$ cat config.mk
export PLATFORM = sky130hd
export DESIGN_NAME = pulse_input_metering
export DESIGN_NICKNAME = d
export VERILOG_FILES = /design/src/verilog/pim_pkg.sv /design/src/verilog/pim_ev_if.sv /design/src/verilog/pim_channels.sv /design/src/verilog/pim_debounce.sv /design/src/verilog/pulse_input_metering.sv
export SDC_FILE = /design/constraint.sdc
export NUM_CORES = 1
export LEC_CHECK = 0
export ABC_AREA = 1
export BUFFER_PORTS_ARGS = -buffer_cell sky130_fd_sc_hd__buf_2
export CORE_UTILIZATION = 35
export DETAILED_ROUTE_END_ITERATION = 8
export GPL_TIMING_DRIVEN = 0
export SYNTH_ARGS = -nofsm -noshare
export SYNTH_HDL_FRONTEND = slang
export SYNTH_SLANG_ARGS = --single-unit
$ cat constraint.sdc
create_clock -name mclk_in -period 5.49 [get_ports mclk_in]
set_input_delay 0.549 -clock mclk_in [delete_from_list [all_inputs] [get_ports mclk_in]]
set_output_delay 0.549 -clock mclk_in [all_outputs]
set_load 0.05 [all_outputs]
$ cat src/verilog/pim_pkg.sv
// shared constants, encodings and decode helpers for pulse input metering
package pim_pkg;
  localparam int N_IN = 4;
  localparam int N_CH = 2;
  localparam int N_FIXED = 2;
  // timing and limits
  localparam int CLK_PERIOD_NS = 50;
  localparam int TICK_PERIOD_NS = 1000000;
  localparam int TICK_CYC = TICK_PERIOD_NS / CLK_PERIOD_NS;
  localparam int DEB_STEP_MS = 10;
  localparam int DEB_MAX_MS = 1000;
  localparam logic [6:0] DEB_MAX_STEPS = 7'(DEB_MAX_MS / DEB_STEP_MS);
  localparam logic [16:0] ACC_WRAP = 17'h186A0;
  localparam logic [23:0] WEIGHT_MAX = 24'h98967F;
  localparam logic [4:0] UNIT_COUNT = 5'h13;
  // register byte offsets
  localparam logic [7:0] OFS_STATUS = 8'h00;
  localparam logic [7:0] OFS_SYNC_COUNT = 8'h04;
  localparam logic [7:0] OFS_IN_CFG = 8'h10;
  localparam logic [7:0] OFS_CH_CFG = 8'h20;
  localparam logic [7:0] OFS_CH_WEIGHT = 8'h30;
  localparam logic [7:0] OFS_CH_ACCUM = 8'h40;
  localparam logic [7:0] OFS_CH_CONS = 8'h50;
  localparam logic [7:0] OFS_IN_COUNT = 8'h60;
  // field positions
  localparam int IN_DEB_LSB = 0;
  localparam int IN_FUNC_LSB = 8;
  localparam int IN_ALARM_BIT = 12;
  localparam int CH_MASK_LSB = 0;
  localparam int CH_MODE_BIT = 4;
  localparam int CH_UNIT_LSB = 8;
  localparam int CH_DEM_LSB = 16;
  // values after reset
  localparam logic [6:0] DEB_RST = 7'h00;
  localparam logic [23:0] WEIGHT_RST = 24'h000000;
  localparam logic [4:0] UNIT_RST = 5'h00;

  typedef enum logic [1:0] {
    FN_NORMAL = 2'h0, FN_DEMAND_SYNC = 2'h1, FN_METERING = 2'h2, FN_TARIFF = 2'h3
  } in_func_t;

  // unit codes 0..18: none, Wh, kWh, MWh, VARh, kVARh, MVARh, VAh, kVAh, MVAh,
  // gal, BTU, L, m3, MCF, lbs, kg, klbs, therm
  typedef enum logic [3:0] {
    DM_NONE = 4'h0, DM_KW = 4'h1, DM_KVAR = 4'h2, DM_KVA = 4'h3, DM_GPH = 4'h4,
    DM_BTUH = 4'h5, DM_LPH = 4'h6, DM_M3H = 4'h7, DM_CFM = 4'h8, DM_LBH = 4'h9,
    DM_KGH = 4'hA, DM_THMH = 4'hB
  } demand_t;

  // derived demand unit of a unit code
  function automatic demand_t demand_of(input logic [4:0] unit);
    case (unit)
      5'h01, 5'h02, 5'h03: demand_of = DM_KW;
      5'h04, 5'h05, 5'h06: demand_of = DM_KVAR;
      5'h07, 5'h08, 5'h09: demand_of = DM_KVA;
      5'h0A: demand_of = DM_GPH;
      5'h0B: demand_of = DM_BTUH;
      5'h0C: demand_of = DM_LPH;
      5'h0D: demand_of = DM_M3H;
      5'h0E: demand_of = DM_CFM;
      5'h0F, 5'h11: demand_of = DM_LBH;
      5'h10: demand_of = DM_KGH;
      5'h12: demand_of = DM_THMH;
      default: demand_of = DM_NONE;
    endcase
  endfunction : demand_of
endpackage : pim_pkg

$ cat src/verilog/pim_ev_if.sv
// debounced input levels and accepted-change strobes
`timescale 1ns/1ps
interface pim_ev_if;
  import pim_pkg::*;
  logic [N_IN-1:0] level;
  logic [N_IN-1:0] change;
  modport deb (output level, output change);
  modport use_side (input level, input change);
endinterface : pim_ev_if

$ cat src/verilog/pim_channels.sv
// metering channel counters and consumption accumulators
`timescale 1ns/1ps
module pim_channels
  import pim_pkg::*;
(
  input  wire logic                   mclk_in,
  input  wire logic                   rst_n_in,
  pim_ev_if.use_side                  ev,
  input  wire logic [N_CH-1:0][N_IN-1:0] mask_in,
  input  wire logic [N_CH-1:0]        whole_pulse_in,
  input  wire logic [N_CH-1:0][23:0]  weight_in,
  output logic      [N_CH-1:0][16:0]  accum_out,
  output logic      [N_CH-1:0][31:0]  cons_out
);
  // number of set bits in an event vector
  function automatic logic [2:0] count_ones(input logic [N_IN-1:0] v);
    count_ones = 3'h0;
    for (int k = 0; k < N_IN; k++) begin
      count_ones = count_ones + {2'h0, v[k]};
    end
  endfunction : count_ones

  genvar gc;
  generate
    for (gc = 0; gc < N_CH; gc++) begin : g_ch
      logic [N_IN-1:0] evt;
      logic [2:0]      n;
      logic [17:0]     sum;
      // whole pulse counts on-then-off; edge mode counts both edges
      assign evt = mask_in[gc] & (whole_pulse_in[gc] ? (ev.change & ~ev.level)
                                                     : ev.change);  // RULE7 RULE8 RULE9
      assign n   = count_ones(evt);
      assign sum = {1'b0, accum_out[gc]} + {15'h0000, n};
      // accumulation wraps past the displayed limit
      always_ff @(posedge mclk_in or negedge rst_n_in) begin
        if (!rst_n_in) begin
          accum_out[gc] <= 17'h00000;
          cons_out[gc]  <= 32'h00000000;
        end else if (n != 3'h0) begin
          accum_out[gc] <= (sum >= {1'b0, ACC_WRAP}) ? 17'(sum - {1'b0, ACC_WRAP})
                                                     : sum[16:0];  // RULE14
          cons_out[gc]  <= cons_out[gc] + (32'(weight_in[gc]) * 32'(n));  // RULE10
        end
      end
    end
  endgenerate
endmodule : pim_channels

$ cat src/verilog/pim_debounce.sv
// per-input debounce filters on a millisecond tick
`timescale 1ns/1ps
module pim_debounce
  import pim_pkg::*;
(
  input  wire logic                  mclk_in,
  input  wire logic                  rst_n_in,
  input  wire logic                  tick_in,
  input  wire logic [N_IN-1:0]       raw_in,
  input  wire logic [N_IN-1:0][6:0]  steps_in,
  pim_ev_if.deb                      ev
);
  genvar gi;
  generate
    for (gi = 0; gi < N_IN; gi++) begin : g_in
      logic       cand_reg;
      logic       level_reg;
      logic       change_reg;
      logic [9:0] ms_reg;
      logic [9:0] limit;
      assign limit = 10'(steps_in[gi] * DEB_STEP_MS);
      // restart on raw change, accept once stable for the interval
      always_ff @(posedge mclk_in or negedge rst_n_in) begin
        if (!rst_n_in) begin
          cand_reg   <= 1'b0;
          level_reg  <= 1'b0;
          change_reg <= 1'b0;
          ms_reg     <= 10'h000;
        end else begin
          change_reg <= 1'b0;
          if (raw_in[gi] != cand_reg) begin
            cand_reg <= raw_in[gi];  // RULE15
            ms_reg   <= 10'h000;  // RULE15
          end else if (cand_reg != level_reg) begin
            if (ms_reg >= limit) begin
              level_reg  <= cand_reg;  // RULE1
              change_reg <= 1'b1;
            end else if (tick_in) begin
              ms_reg <= ms_reg + 10'h001;  // RULE15
            end
          end else begin
            ms_reg <= 10'h000;  // RULE1
          end
        end
      end
      assign ev.level[gi]  = level_reg;
      assign ev.change[gi] = change_reg;
    end
  endgenerate
endmodule : pim_debounce

$ cat src/verilog/pulse_input_metering.sv
// pulse input metering top: pin sync, ms tick, functions, avalon registers
// What this block does
// RULE1: accept a level change only after it stays stable for the debounce time
// RULE2: debounce per input, 0 to 1000 ms in 10 ms steps
// RULE3: plain function counts every valid pulse, may drive an input alarm
// RULE4: demand sync function uses each valid pulse to align demand period
// RULE5: metering function forwards valid pulses to the assigned channel
// RULE6: tariff function routes the debounced level to tariff selection
// RULE7: a channel counts pulses from every input assigned to it
// RULE8: whole-pulse mode adds one per full on-then-off cycle
// RULE9: edge mode adds one on every valid change in either direction
// RULE10: per-channel pulse weight from 0 to 99.99999
// RULE11: per-channel unit code from nineteen choices
// RULE12: demand unit follows the unit code automatically
// RULE13: inputs one and two always assignable, three and four only if present
// RULE14: channel accumulation runs 0 to 99999 then wraps to zero
// RULE15: debounce timer runs on 1 ms tick, restarts on raw change, zero passes
`timescale 1ns/1ps
module pulse_input_metering
  import pim_pkg::*;
#(
  parameter int TICK_CYCLES = TICK_CYC
)
(
  input  wire logic        mclk_in,
  input  wire logic        rst_n_in,
  input  wire logic        contact_input_one_in,
  input  wire logic        contact_input_two_in,
  input  wire logic        contact_input_three_in,
  input  wire logic        contact_input_four_in,
  input  wire logic        extra_inputs_present_in,
  input  wire logic [7:0]  avs_address_in,
  input  wire logic        avs_read_in,
  input  wire logic        avs_write_in,
  input  wire logic [31:0] avs_writedata_in,
  input  wire logic [3:0]  avs_byteenable_in,
  output logic      [31:0] avs_readdata_out,
  output logic             avs_waitrequest_out,
  output logic [N_IN-1:0]  input_alarm_out,
  output logic             demand_sync_out,
  output logic [N_IN-1:0]  tariff_select_out
);
  localparam int TW = $clog2(TICK_CYCLES);

  // merge write data into an old word by byte lanes
  function automatic logic [31:0] be_merge(input logic [31:0] old,
                                           input logic [31:0] wd,
                                           input logic [3:0]  be);
    be_merge = old;
    for (int b = 0; b < 4; b++) begin
      if (be[b]) begin
        be_merge[b*8 +: 8] = wd[b*8 +: 8];
      end
    end
  endfunction : be_merge

  // true when an address falls in a 16-byte register block
  function automatic logic in_block(input logic [7:0] a, input logic [7:0] base);
    in_block = (a[7:4] == base[7:4]);
  endfunction : in_block

  // pin synchronisers
  logic [N_IN:0] sync1_reg;
  logic [N_IN:0] sync2_reg;
  always_ff @(posedge mclk_in or negedge rst_n_in) begin
    if (!rst_n_in) begin
      sync1_reg <= '0;
      sync2_reg <= '0;
    end else begin
      sync1_reg <= {extra_inputs_present_in, contact_input_four_in,
                    contact_input_three_in, contact_input_two_in,
                    contact_input_one_in};
      sync2_reg <= sync1_reg;
    end
  end

  logic            extra_present;
  logic [N_IN-1:0] present;
  logic [N_IN-1:0] raw_eff;
  assign extra_present = sync2_reg[N_IN];
  assign present       = {extra_present, extra_present, 2'b11};  // RULE13
  assign raw_eff       = sync2_reg[N_IN-1:0] & present;  // RULE13

  // free-running millisecond tick
  logic [TW-1:0] tick_cnt_reg;
  logic          tick_reg;
  always_ff @(posedge mclk_in or negedge rst_n_in) begin
    if (!rst_n_in) begin
      tick_cnt_reg <= '0;
      tick_reg     <= 1'b0;
    end else if (tick_cnt_reg == TW'(TICK_CYCLES - 1)) begin
      tick_cnt_reg <= '0;
      tick_reg     <= 1'b1;  // RULE15
    end else begin
      tick_cnt_reg <= tick_cnt_reg + 1'b1;
      tick_reg     <= 1'b0;
    end
  end

  // avalon handshake: one wait cycle, then accept
  logic ack_reg;
  logic req;
  logic wr_acc;
  logic [1:0] idx;
  always_ff @(posedge mclk_in or negedge rst_n_in) begin
    if (!rst_n_in) begin
      ack_reg <= 1'b0;
    end else begin
      ack_reg <= req & ~ack_reg;
    end
  end
  assign req                 = avs_read_in | avs_write_in;
  assign avs_waitrequest_out = req & ~ack_reg;
  assign wr_acc              = avs_write_in & ack_reg;
  assign idx                 = avs_address_in[3:2];

  // per-input configuration
  logic [N_IN-1:0][6:0] deb_steps_reg;
  in_func_t             func_reg [N_IN];
  logic [N_IN-1:0]      alarm_en_reg;
  logic [N_IN-1:0][31:0] in_cfg_word;
  logic [31:0]           in_cfg_new;
  genvar gi;
  generate
    for (gi = 0; gi < N_IN; gi++) begin : g_cfgw
      always_comb begin
        in_cfg_word[gi] = 32'h00000000;
        in_cfg_word[gi][IN_DEB_LSB +: 7]  = deb_steps_reg[gi];
        in_cfg_word[gi][IN_FUNC_LSB +: 2] = func_reg[gi];
        in_cfg_word[gi][IN_ALARM_BIT]     = alarm_en_reg[gi];
      end
    end
  endgenerate
  assign in_cfg_new = be_merge(in_cfg_word[idx], avs_writedata_in, avs_byteenable_in);

  always_ff @(posedge mclk_in or negedge rst_n_in) begin
    if (!rst_n_in) begin
      deb_steps_reg <= {N_IN{DEB_RST}};
      alarm_en_reg  <= '0;
      for (int i = 0; i < N_IN; i++) begin
        func_reg[i] <= FN_NORMAL;
      end
    end else if (wr_acc && in_block(avs_address_in, OFS_IN_CFG)) begin
      deb_steps_reg[idx] <= (in_cfg_new[IN_DEB_LSB +: 7] > DEB_MAX_STEPS)
                            ? DEB_MAX_STEPS : in_cfg_new[IN_DEB_LSB +: 7];  // RULE2
      func_reg[idx]      <= in_func_t'(in_cfg_new[IN_FUNC_LSB +: 2]);
      alarm_en_reg[idx]  <= in_cfg_new[IN_ALARM_BIT];
    end
  end

  // debounce filters
  pim_ev_if ev ();
  pim_debounce u_debounce (
    .mclk_in  (mclk_in),
    .rst_n_in (rst_n_in),
    .tick_in  (tick_reg),
    .raw_in   (raw_eff),
    .steps_in (deb_steps_reg),
    .ev       (ev.deb)
  );

  // function select vectors
  logic [N_IN-1:0] is_normal;
  logic [N_IN-1:0] is_sync;
  logic [N_IN-1:0] is_meter;
  logic [N_IN-1:0] is_tariff;
  logic [N_IN-1:0] on_edge;
  logic [N_IN-1:0] off_edge;
  generate
    for (gi = 0; gi < N_IN; gi++) begin : g_fn
      assign is_normal[gi] = (func_reg[gi] == FN_NORMAL);
      assign is_sync[gi]   = (func_reg[gi] == FN_DEMAND_SYNC);
      assign is_meter[gi]  = (func_reg[gi] == FN_METERING) & present[gi];
      assign is_tariff[gi] = (func_reg[gi] == FN_TARIFF);
    end
  endgenerate
  assign on_edge  = ev.change & ev.level;
  assign off_edge = ev.change & ~ev.level;

  // plain pulse counters and alarm feed
  logic [N_IN-1:0][31:0] in_count_reg;
  always_ff @(posedge mclk_in or negedge rst_n_in) begin
    if (!rst_n_in) begin
      in_count_reg    <= '0;
      input_alarm_out <= '0;
    end else begin
      for (int i = 0; i < N_IN; i++) begin
        if (off_edge[i] && is_normal[i]) begin
          in_count_reg[i] <= in_count_reg[i] + 32'h00000001;  // RULE3
        end
      end
      input_alarm_out <= ev.level & alarm_en_reg & is_normal & present;  // RULE3 RULE13
    end
  end

  // demand period alignment strobe
  logic [31:0] sync_count_reg;
  always_ff @(posedge mclk_in or negedge rst_n_in) begin
    if (!rst_n_in) begin
      demand_sync_out <= 1'b0;
      sync_count_reg  <= 32'h00000000;
    end else begin
      demand_sync_out <= |(on_edge & is_sync);  // RULE4
      if (|(on_edge & is_sync)) begin
        sync_count_reg <= sync_count_reg + 32'h00000001;
      end
    end
  end

  // tariff selector levels
  always_ff @(posedge mclk_in or negedge rst_n_in) begin
    if (!rst_n_in) begin
      tariff_select_out <= '0;
    end else begin
      tariff_select_out <= ev.level & is_tariff & present;  // RULE6 RULE13
    end
  end

  // channel configuration
  logic [N_CH-1:0][N_IN-1:0] mask_reg;
  logic [N_CH-1:0]           whole_pulse_reg;
  logic [N_CH-1:0][4:0]      unit_reg;
  logic [N_CH-1:0][23:0]     weight_reg;
  logic [N_CH-1:0][N_IN-1:0] mask_eff;
  logic [N_CH-1:0][31:0]     ch_cfg_word;
  logic [31:0]               ch_cfg_new;
  logic [31:0]               weight_new;
  logic                      ch_ok;
  genvar gc;
  generate
    for (gc = 0; gc < N_CH; gc++) begin : g_chw
      assign mask_eff[gc] = mask_reg[gc] & is_meter;  // RULE5 RULE13
      always_comb begin
        ch_cfg_word[gc] = 32'h00000000;
        ch_cfg_word[gc][CH_MASK_LSB +: N_IN] = mask_reg[gc];
        ch_cfg_word[gc][CH_MODE_BIT]         = whole_pulse_reg[gc];
        ch_cfg_word[gc][CH_UNIT_LSB +: 5]    = unit_reg[gc];
        ch_cfg_word[gc][CH_DEM_LSB +: 4]     = demand_of(unit_reg[gc]);  // RULE12
      end
    end
  endgenerate
  assign ch_ok      = (32'(idx) < N_CH);
  assign ch_cfg_new = be_merge(ch_cfg_word[idx[0]], avs_writedata_in, avs_byteenable_in);
  assign weight_new = be_merge({8'h00, weight_reg[idx[0]]}, avs_writedata_in,
                               avs_byteenable_in);

  always_ff @(posedge mclk_in or negedge rst_n_in) begin
    if (!rst_n_in) begin
      mask_reg        <= '0;
      whole_pulse_reg <= '0;
      unit_reg        <= {N_CH{UNIT_RST}};
    end else if (wr_acc && ch_ok && in_block(avs_address_in, OFS_CH_CFG)) begin
      mask_reg[idx[0]]        <= ch_cfg_new[CH_MASK_LSB +: N_IN] & present;  // RULE13
      whole_pulse_reg[idx[0]] <= ch_cfg_new[CH_MODE_BIT];
      if (ch_cfg_new[CH_UNIT_LSB +: 5] < UNIT_COUNT) begin
        unit_reg[idx[0]] <= ch_cfg_new[CH_UNIT_LSB +: 5];  // RULE11
      end
    end
  end

  // pulse weight in units of 0.00001, clamped
  always_ff @(posedge mclk_in or negedge rst_n_in) begin
    if (!rst_n_in) begin
      weight_reg <= {N_CH{WEIGHT_RST}};
    end else if (wr_acc && ch_ok && in_block(avs_address_in, OFS_CH_WEIGHT)) begin
      weight_reg[idx[0]] <= (weight_new > {8'h00, WEIGHT_MAX}) ? WEIGHT_MAX
                                                               : weight_new[23:0];  // RULE10
    end
  end

  // channel counters
  logic [N_CH-1:0][16:0] accum;
  logic [N_CH-1:0][31:0] cons;
  pim_channels u_channels (
    .mclk_in        (mclk_in),
    .rst_n_in       (rst_n_in),
    .ev             (ev.use_side),
    .mask_in        (mask_eff),
    .whole_pulse_in (whole_pulse_reg),
    .weight_in      (weight_reg),
    .accum_out      (accum),
    .cons_out       (cons)
  );

  // read mux, unmapped reads give zero
  logic [31:0] rdata_next;
  always_comb begin
    rdata_next = 32'h00000000;
    if (avs_address_in == OFS_STATUS) begin
      rdata_next[N_IN-1:0]   = ev.level;
      rdata_next[7:4]        = present;
      rdata_next[11:8]       = tariff_select_out;
    end else if (avs_address_in == OFS_SYNC_COUNT) begin
      rdata_next = sync_count_reg;
    end else if (in_block(avs_address_in, OFS_IN_CFG)) begin
      rdata_next = in_cfg_word[idx];
    end else if (in_block(avs_address_in, OFS_IN_COUNT)) begin
      rdata_next = in_count_reg[idx];
    end else if (ch_ok && in_block(avs_address_in, OFS_CH_CFG)) begin
      rdata_next = ch_cfg_word[idx[0]];
    end else if (ch_ok && in_block(avs_address_in, OFS_CH_WEIGHT)) begin
      rdata_next = {8'h00, weight_reg[idx[0]]};
    end else if (ch_ok && in_block(avs_address_in, OFS_CH_ACCUM)) begin
      rdata_next = {15'h0000, accum[idx[0]]};  // RULE14
    end else if (ch_ok && in_block(avs_address_in, OFS_CH_CONS)) begin
      rdata_next = cons[idx[0]];
    end
  end

  // read data captured in the wait cycle
  always_ff @(posedge mclk_in or negedge rst_n_in) begin
    if (!rst_n_in) begin
      avs_readdata_out <= 32'h00000000;
    end else if (avs_read_in && !ack_reg) begin
      avs_readdata_out <= rdata_next;
    end
  end
endmodule : pulse_input_metering
[Yosys cells after proc, flatten, opt, wreduce, memory -nomap -nowiden]
Memory sizes are Yosys's and may differ from the RTL's.
Cells that the tools add are included.
Storage, ports and cells
  bits in registers: 486
  memories kept: 2
  memory bits (writable): 0
  latch bits: 0
  output and inout port bits: 42
  ROM bits: 256
  logic and storage cells: 278
Cells by class
  shift operators: 0
  equal/unequal tests: 36
  multipliers: 6
  bitwise operators: 26
  add/sub/neg operators: 22
  multiplexer cells: 86
  order comparisons: 16
  div/mod/pow operators: 0
  reduce and logical (&&, ||, !) cells: 34
Memory list
  (name not given): depth 32, width 4, rd ports 1, clocked after memory_dff 0, wr ports 0, RTL line pim_pkg.sv:52  | case (unit)
  (name not given): depth 32, width 4, rd ports 1, clocked after memory_dff 0, wr ports 0, RTL line pim_pkg.sv:52
Operator list (count)
  $mux W32: 12
  $add A32 B1 Y32 const B: 5
  $mux W10: 16
  $bmux W32 S2: 2
  $mux W24: 4
  $mux W17: 4
  $add A32 B27 Y32: 2
  $and A4 B4 Y4: 14
  $mul A24 B3 Y27: 2
  $bwmux W48: 1
  $add A10 B1 Y10 const B: 4
  $ge A10 B10 Y1: 4
  $mux W20: 2
  $add A17 B3 Y18: 2
  $ge A18 B17 Y1 const B: 2
  $mul A7 B3 Y9 const B: 4
  $sub A17 B17 Y17 const B: 2
  $gt A32 B24 Y1 const B: 1
  $mux W8: 4
  $bwmux W28: 1
  $demux W24 S1: 1
  $ne A3 B2 Y1 const B: 8
  $mux W7: 3
  $mux W5: 4
  48 further kinds: 122

[Depth between registers and ports, before layout]
  word-level depth: 10
  depth in mapped cells: 28

[Cells and area by module]
A second synthesis with hierarchy kept.
Unflattened totals
  cell total of the unflattened synthesis: 5073
  area total of the unflattened synthesis: 36842.8 um^2
By module, submodules not included
  pulse_input_metering: instances 1, sequential area each 8408.1 um^2, cells an instance 2408, area an instance 19108.3 um^2
  pim_channels: instances 1, sequential area each 2452.4 um^2, cells an instance 1935, area an instance 12608.3 um^2
  pim_debounce: instances 1, sequential area each 1301.2 um^2, cells an instance 730, area an instance 5126.2 um^2

[Least setup slack after synthesis]
Ideal clock, no wire load.
  path kind: flip-flop to flip-flop
  start: reg func_reg[6] (netlist bit)
  end: reg u_channels.cons_out[51] (netlist bit)
  setup time: 0.133 ns
  cell stages (with the launch flop): 23
  slack: 0.296 ns
  data arrival time: 5.061 ns
  data required time: 5.357 ns
  clock period less this slack: 5.194 ns
  path buffers: 2
  path through: dfrtp_1 inv_1 nand3_1 a211oi_1 ha_1 fa_1 ha_1 clkbuf_1 clkbuf_1 nand2_1 fa_1 fa_1 inv_1 fa_1 nand3_1 nand2_1 a21boi_0 inv_1 a21oi_1 o21bai_1 or2_2 nand3_1 o21ai_0
On the way
  cells in the longest elaborated chain, start to end: 8
  elaborated cells on any way between the ends: 9
RTL lines
  from (decl): RTL line pulse_input_metering.sv:119  | in_func_t func_reg [N_IN];
  from (signal, indexed assignment): RTL line pulse_input_metering.sv:146  | func_reg[idx] <= in_func_t'(in_cfg_new[IN_FUNC_LSB +: 2]);
  $eq A2 B2 Y1 *: RTL line pulse_input_metering.sv:173  | assign is_meter[gi] = (func_reg[gi] == FN_METERING) & present[gi];
  $and A4 B4 Y4 *: RTL line pulse_input_metering.sv:232  | assign mask_eff[gc] = mask_reg[gc] & is_meter;
  $and A4 B4 Y4 *: RTL line pim_channels.sv:30  | assign evt = mask_in[gc] & (whole_pulse_in[gc] ? (ev.change & ~ev.level)
  $add A1 B1 Y2 *: RTL line pim_channels.sv:19  | count_ones = count_ones + {2'h0, v[k]};
  $add A3 B1 Y3 * (2 in a row): RTL line pim_channels.sv:19
  $mul A24 B3 Y27: RTL line pim_channels.sv:42  | cons_out[gc] <= cons_out[gc] + (32'(weight_in[gc]) * 32'(n));
  $add A32 B27 Y32: RTL line pim_channels.sv:42
  to (signal, indexed assignment): RTL line pim_channels.sv:42
  to (decl): RTL line pim_channels.sv:13  | output logic [N_CH-1:0][31:0] cons_out
Every way passes the cells marked *; elsewhere a longest branch is shown, timed or not.
A chain may end at the register's enable or synchronous reset.

[Final worst setup path]
  start: reg func_reg[6] (netlist bit)
  end: reg u_channels.cons_out[26] (netlist bit)
Same word-level chain as after synthesis.

==> metrics.md <==
| Metric | Value |
|---|---|
| Top cells by count, synth | nand2_1 (1422), inv_1 (777), dfrtp_1 (486) |
| Outcome | finished clean |
| Post-synth EDFFs | 0 |
| Synth Flop Type | dfrtp_1 |
| Type of origin of the critical path | register |
| Final nets | 5358 |
| Number of flip-flops in the largest register | 128 |
| Power density cells | 230 mW/mm2 |
| Die H | 321 um |
| Critical path's largest stage delay | approximately 0.53 ns |
| Count leader, synth | nand2_1 |
| Fin cells | ~6400 |
| CP bufs+invs | 5 |
| Max stage delay cell, worst path | fa_1 |
| Tightest Pin Transition | 1.08 ns |
| Routed via count | roughly 33000 |
| Post-route antenna net violation count | 0 |
| Clock buffer depth | 3 |
| Seq cells post-synth | roughly 490 |
| Slew Limit Fails | 0 |
| Net Sw Frac | a little over a quarter |
| Hold WS | 0.184 ns |
| Routed len/inst | 18.9 um |
| Avg Inst Size Synth | 7.30 um2 |
| Fraction of registers with async set/reset | 100% |
| Vias in the first global route | 31500 |
| Sw Pwr | 2.50 mW |
| Area growth syn-to-layout | 14.0% |
| Synth top area share | 34.2% |
| Die W | 321 um |
| FILL cells | ~10000 |
| M2 GR Usage | a little under two fifths |
| Max_cap viols | 0 |
| Clock Power Share | between 40% and 50% |
| Gate power share | 9.4% |
| Worst Hold Class | in -> reg |
| Slew HR | 27.3% |
| DRC | 0 |
| Worst-path fanout max | 10 |
| Achievable Freq | between 0.15 and 0.2 GHz |
| Final setup fails | 0 |
| TritonCTS Buffers | 60 |
| Met3 usage | around 3.6% |
| Int Power | 6.80 mW |
| First-pass GRT wire length | 187 mm |
| Crit end category | register |
| Syn_nets | 5193 |
| Number of failing hold endpoints at the final stage | 0 |
| Netlist cell types | 67 |
| RSZ-0062 raised after global routing | no |
| Total GRT Usage | a little under a quarter |
| Clk Latency, worst-skew pair | 0.66 ns |
| DP Area | approximately 0.038 mm2 |
| Fraction of layout cells with a size suffix above 1 | 8.36% |
| Number of H-tree levels | 2 |
| Post-Place Cells | 6323 |
| Setup CP Type | reg -> reg |
| Yosys top cell by area | dfrtp_1 |
| Most frequent CP cell | nand3_1 |
| YS warnings | 0 |
| GP Congestion | roughly 0.98 |
| Drt pass-1 iters | 6 |
| CTS tree | done |
| Post-Layout Inst Area | 0.0405 mm2 |
| Final Power | 9.31 mW |
| Worst path required time | between 5 and 6 ns |
| DR iter-0 viols | between 2000 and 3000 |
| Initial antenna violation count | 8 |
| Met1 Resource Use GR | 32.4% |
| Rows | approximately 120 |
| Root buffer cell | clkbuf_16 |
| Worst path cell trace | inv_1 -> nand3_1 -> a211oi_2 -> ha_1 -> fa_2 -> ha_4 -> clkbuf_8 -> nand2_1 -> inv_1 -> fa_1 -> inv_1 -> fa_1 -> inv_1 -> ha_1 -> nand2_1 -> nand2_1 -> a31oi_1 -> nand3_1 -> nand3_1 -> nand3_1 -> or2_2 -> nand3_1 -> o21ai_0 |
| Core area | 0.100 mm2 |
| Tmin final | between 5 and 6 ns |
| Largest net degree at the start of global routing | 109 |
| Worst-path clk slew | 0.06 ns |
| Post-Syn Instances | 4870 |
| Post-Synthesis Cell Area | around 0.036 mm2 |
| Sequential element share of the synthesized area | 34.2% |
| Crit path DAT | around 5.8 ns |
| PortBufs | roughly 90 |
| DRT Wirelength | about 120 mm |
| Die area | 0.103 mm2 |
| Final Cycle Share | a little over nine tenths |
| P_leak | 20.7 nW |
| HPWL after detailed placement | 97.2 mm |
| Flop pwr share | 40.8% |
| Max VDD drop | 0.236 mV |
| Io pins | 95 |
| Grt ovf | 0 |
| Vias per cell | just over 5 |
| TritonCTS sink count | around 490 |
| Crit-path leading delay family | adder cells |
| Starting density of the core | 35.4% |
| Top Usage Layer GRT | met2 |
| Layout Skew | 0.0340 ns |
| Dominant cells by area after synthesis | dfrtp_1 (34%), nand2_1 (15%), inv_1 (8.2%), ha_1 (5.9%), fa_1 (5.7%) |
area by class of cell:
cell class                      count  area, um2  area share, %
Timing Repair Buffer              110        701           1.73
Clock inverter                     33        561           1.38
Clock buffer                       80       1740           4.29
Antenna cell                        3       7.51         0.0185
Sequential cell                   486      12200           30.0
Multi-Input combinational cell   3459      20000           49.4
Buffer                            122        627           1.55
Inverter                          796       2990           7.38
Tap cell                         1357       1700           4.19
through the flow:
step	util (%)	setup WS, ns	TNS (ns)
6_report	40.4	0.134	0
5_1_grt	40.4	0.00112	0
4_1_cts	40.2	0.00182	0
3_5_place_dp	37.7	-1.26	-30.61
3_3_place_gp	37.6	-6.82	-3316.95
2_1_floorplan	-	0.296	0
timing repair:
action / CTS / global route
setup endpoints to repair: 53 / 30
cloned: 0 / 0
hold buffers: 6 / 0
endpoints found under the hold margin: 97 / 0
resized for setup: 48 / 47
buffers inserted: 1 / 7
pin swaps: 2 / 11
power by group through the flow:
stage	Sequential [mW]	Clock [mW]	Combinational (mW)
floorplan	3.89	0	0.446
global placement	3.86	0	0.841
detailed placement	3.85	0	0.860
CTS	3.79	4.71	0.867
global route	3.81	4.84	0.963
finish	3.80	4.64	0.870
layer usage:
layer  up-vias  share of wire [%]
li1      15800                  -
met3       237                7.1
met2      1132                 44
met5         -              0.031
met4         6                4.3
met1     15600                 44
logic make-up (layout without fill, tap and decap cells):
kind of cell | count (synthesis) | in the layout | share of synthesized area (%)
adders and majority gates | 270 | 270 | 11.7
AOI/OAI and AO/OA | 659 | 659 | 10.6
other | 0 | 3 | 0
DFF | 486 | 486 | 34.2
and+or+nand+nor | 2289 | 2289 | 27.3
buffers and inverters | 925 | 1141 | 10.1
muxes | 6 | 6 | 0.253
xor gates and xnor gates | 235 | 235 | 5.84
worst min-delay path, stage by stage:
cell    delay [ns]
buf_2         0.09
nor2_1        0.03
nor2_1        0.10
placed cells by master (no fill, tap or decap), types with 32 or more instances in the layout:
| cell type | count |
|---|---|
| xor2_1 | 181 |
| nor2_1 | 302 |
| nand3_1 | 254 |
| nor3_1 | 102 |
| ha_1 | 163 |
| nand2_1 | 1420 |
| dfrtp_1 | 485 |
| o21ai_0 | 277 |
| inv_1 | 777 |
| nand4_1 | 68 |
| or2_2 | 32 |
| clkbuf_16 | 62 |
| o22ai_1 | 47 |
| buf_2 | 121 |
| clkbuf_1 | 71 |
| a21oi_1 | 141 |
| fa_1 | 98 |
| xnor2_1 | 53 |
final timing paths:
path,slack [ns],endpoint,startpoint,cells past startpoint
min in group asynchronous,0.51,tick_cnt_reg[7]$_DFF_PN0_,rst_n_in,2
max,0.13,u_channels.cons_out[26]$_DFFE_PN0P_,func_reg[6]$_DFFE_PN0P_,23
max in group asynchronous,3.37,u_channels.cons_out[51]$_DFFE_PN0P_,rst_n_in,4
min reg2reg,0.32,sync2_reg[0]$_DFF_PN0_,sync1_reg[0]$_DFF_PN0_,0
max reg2reg,0.13,u_channels.cons_out[26]$_DFFE_PN0P_,func_reg[6]$_DFFE_PN0P_,23
min,0.18,ack_reg$_DFF_PN0_,avs_read_in,3
(Power assumes the default switching activity.)
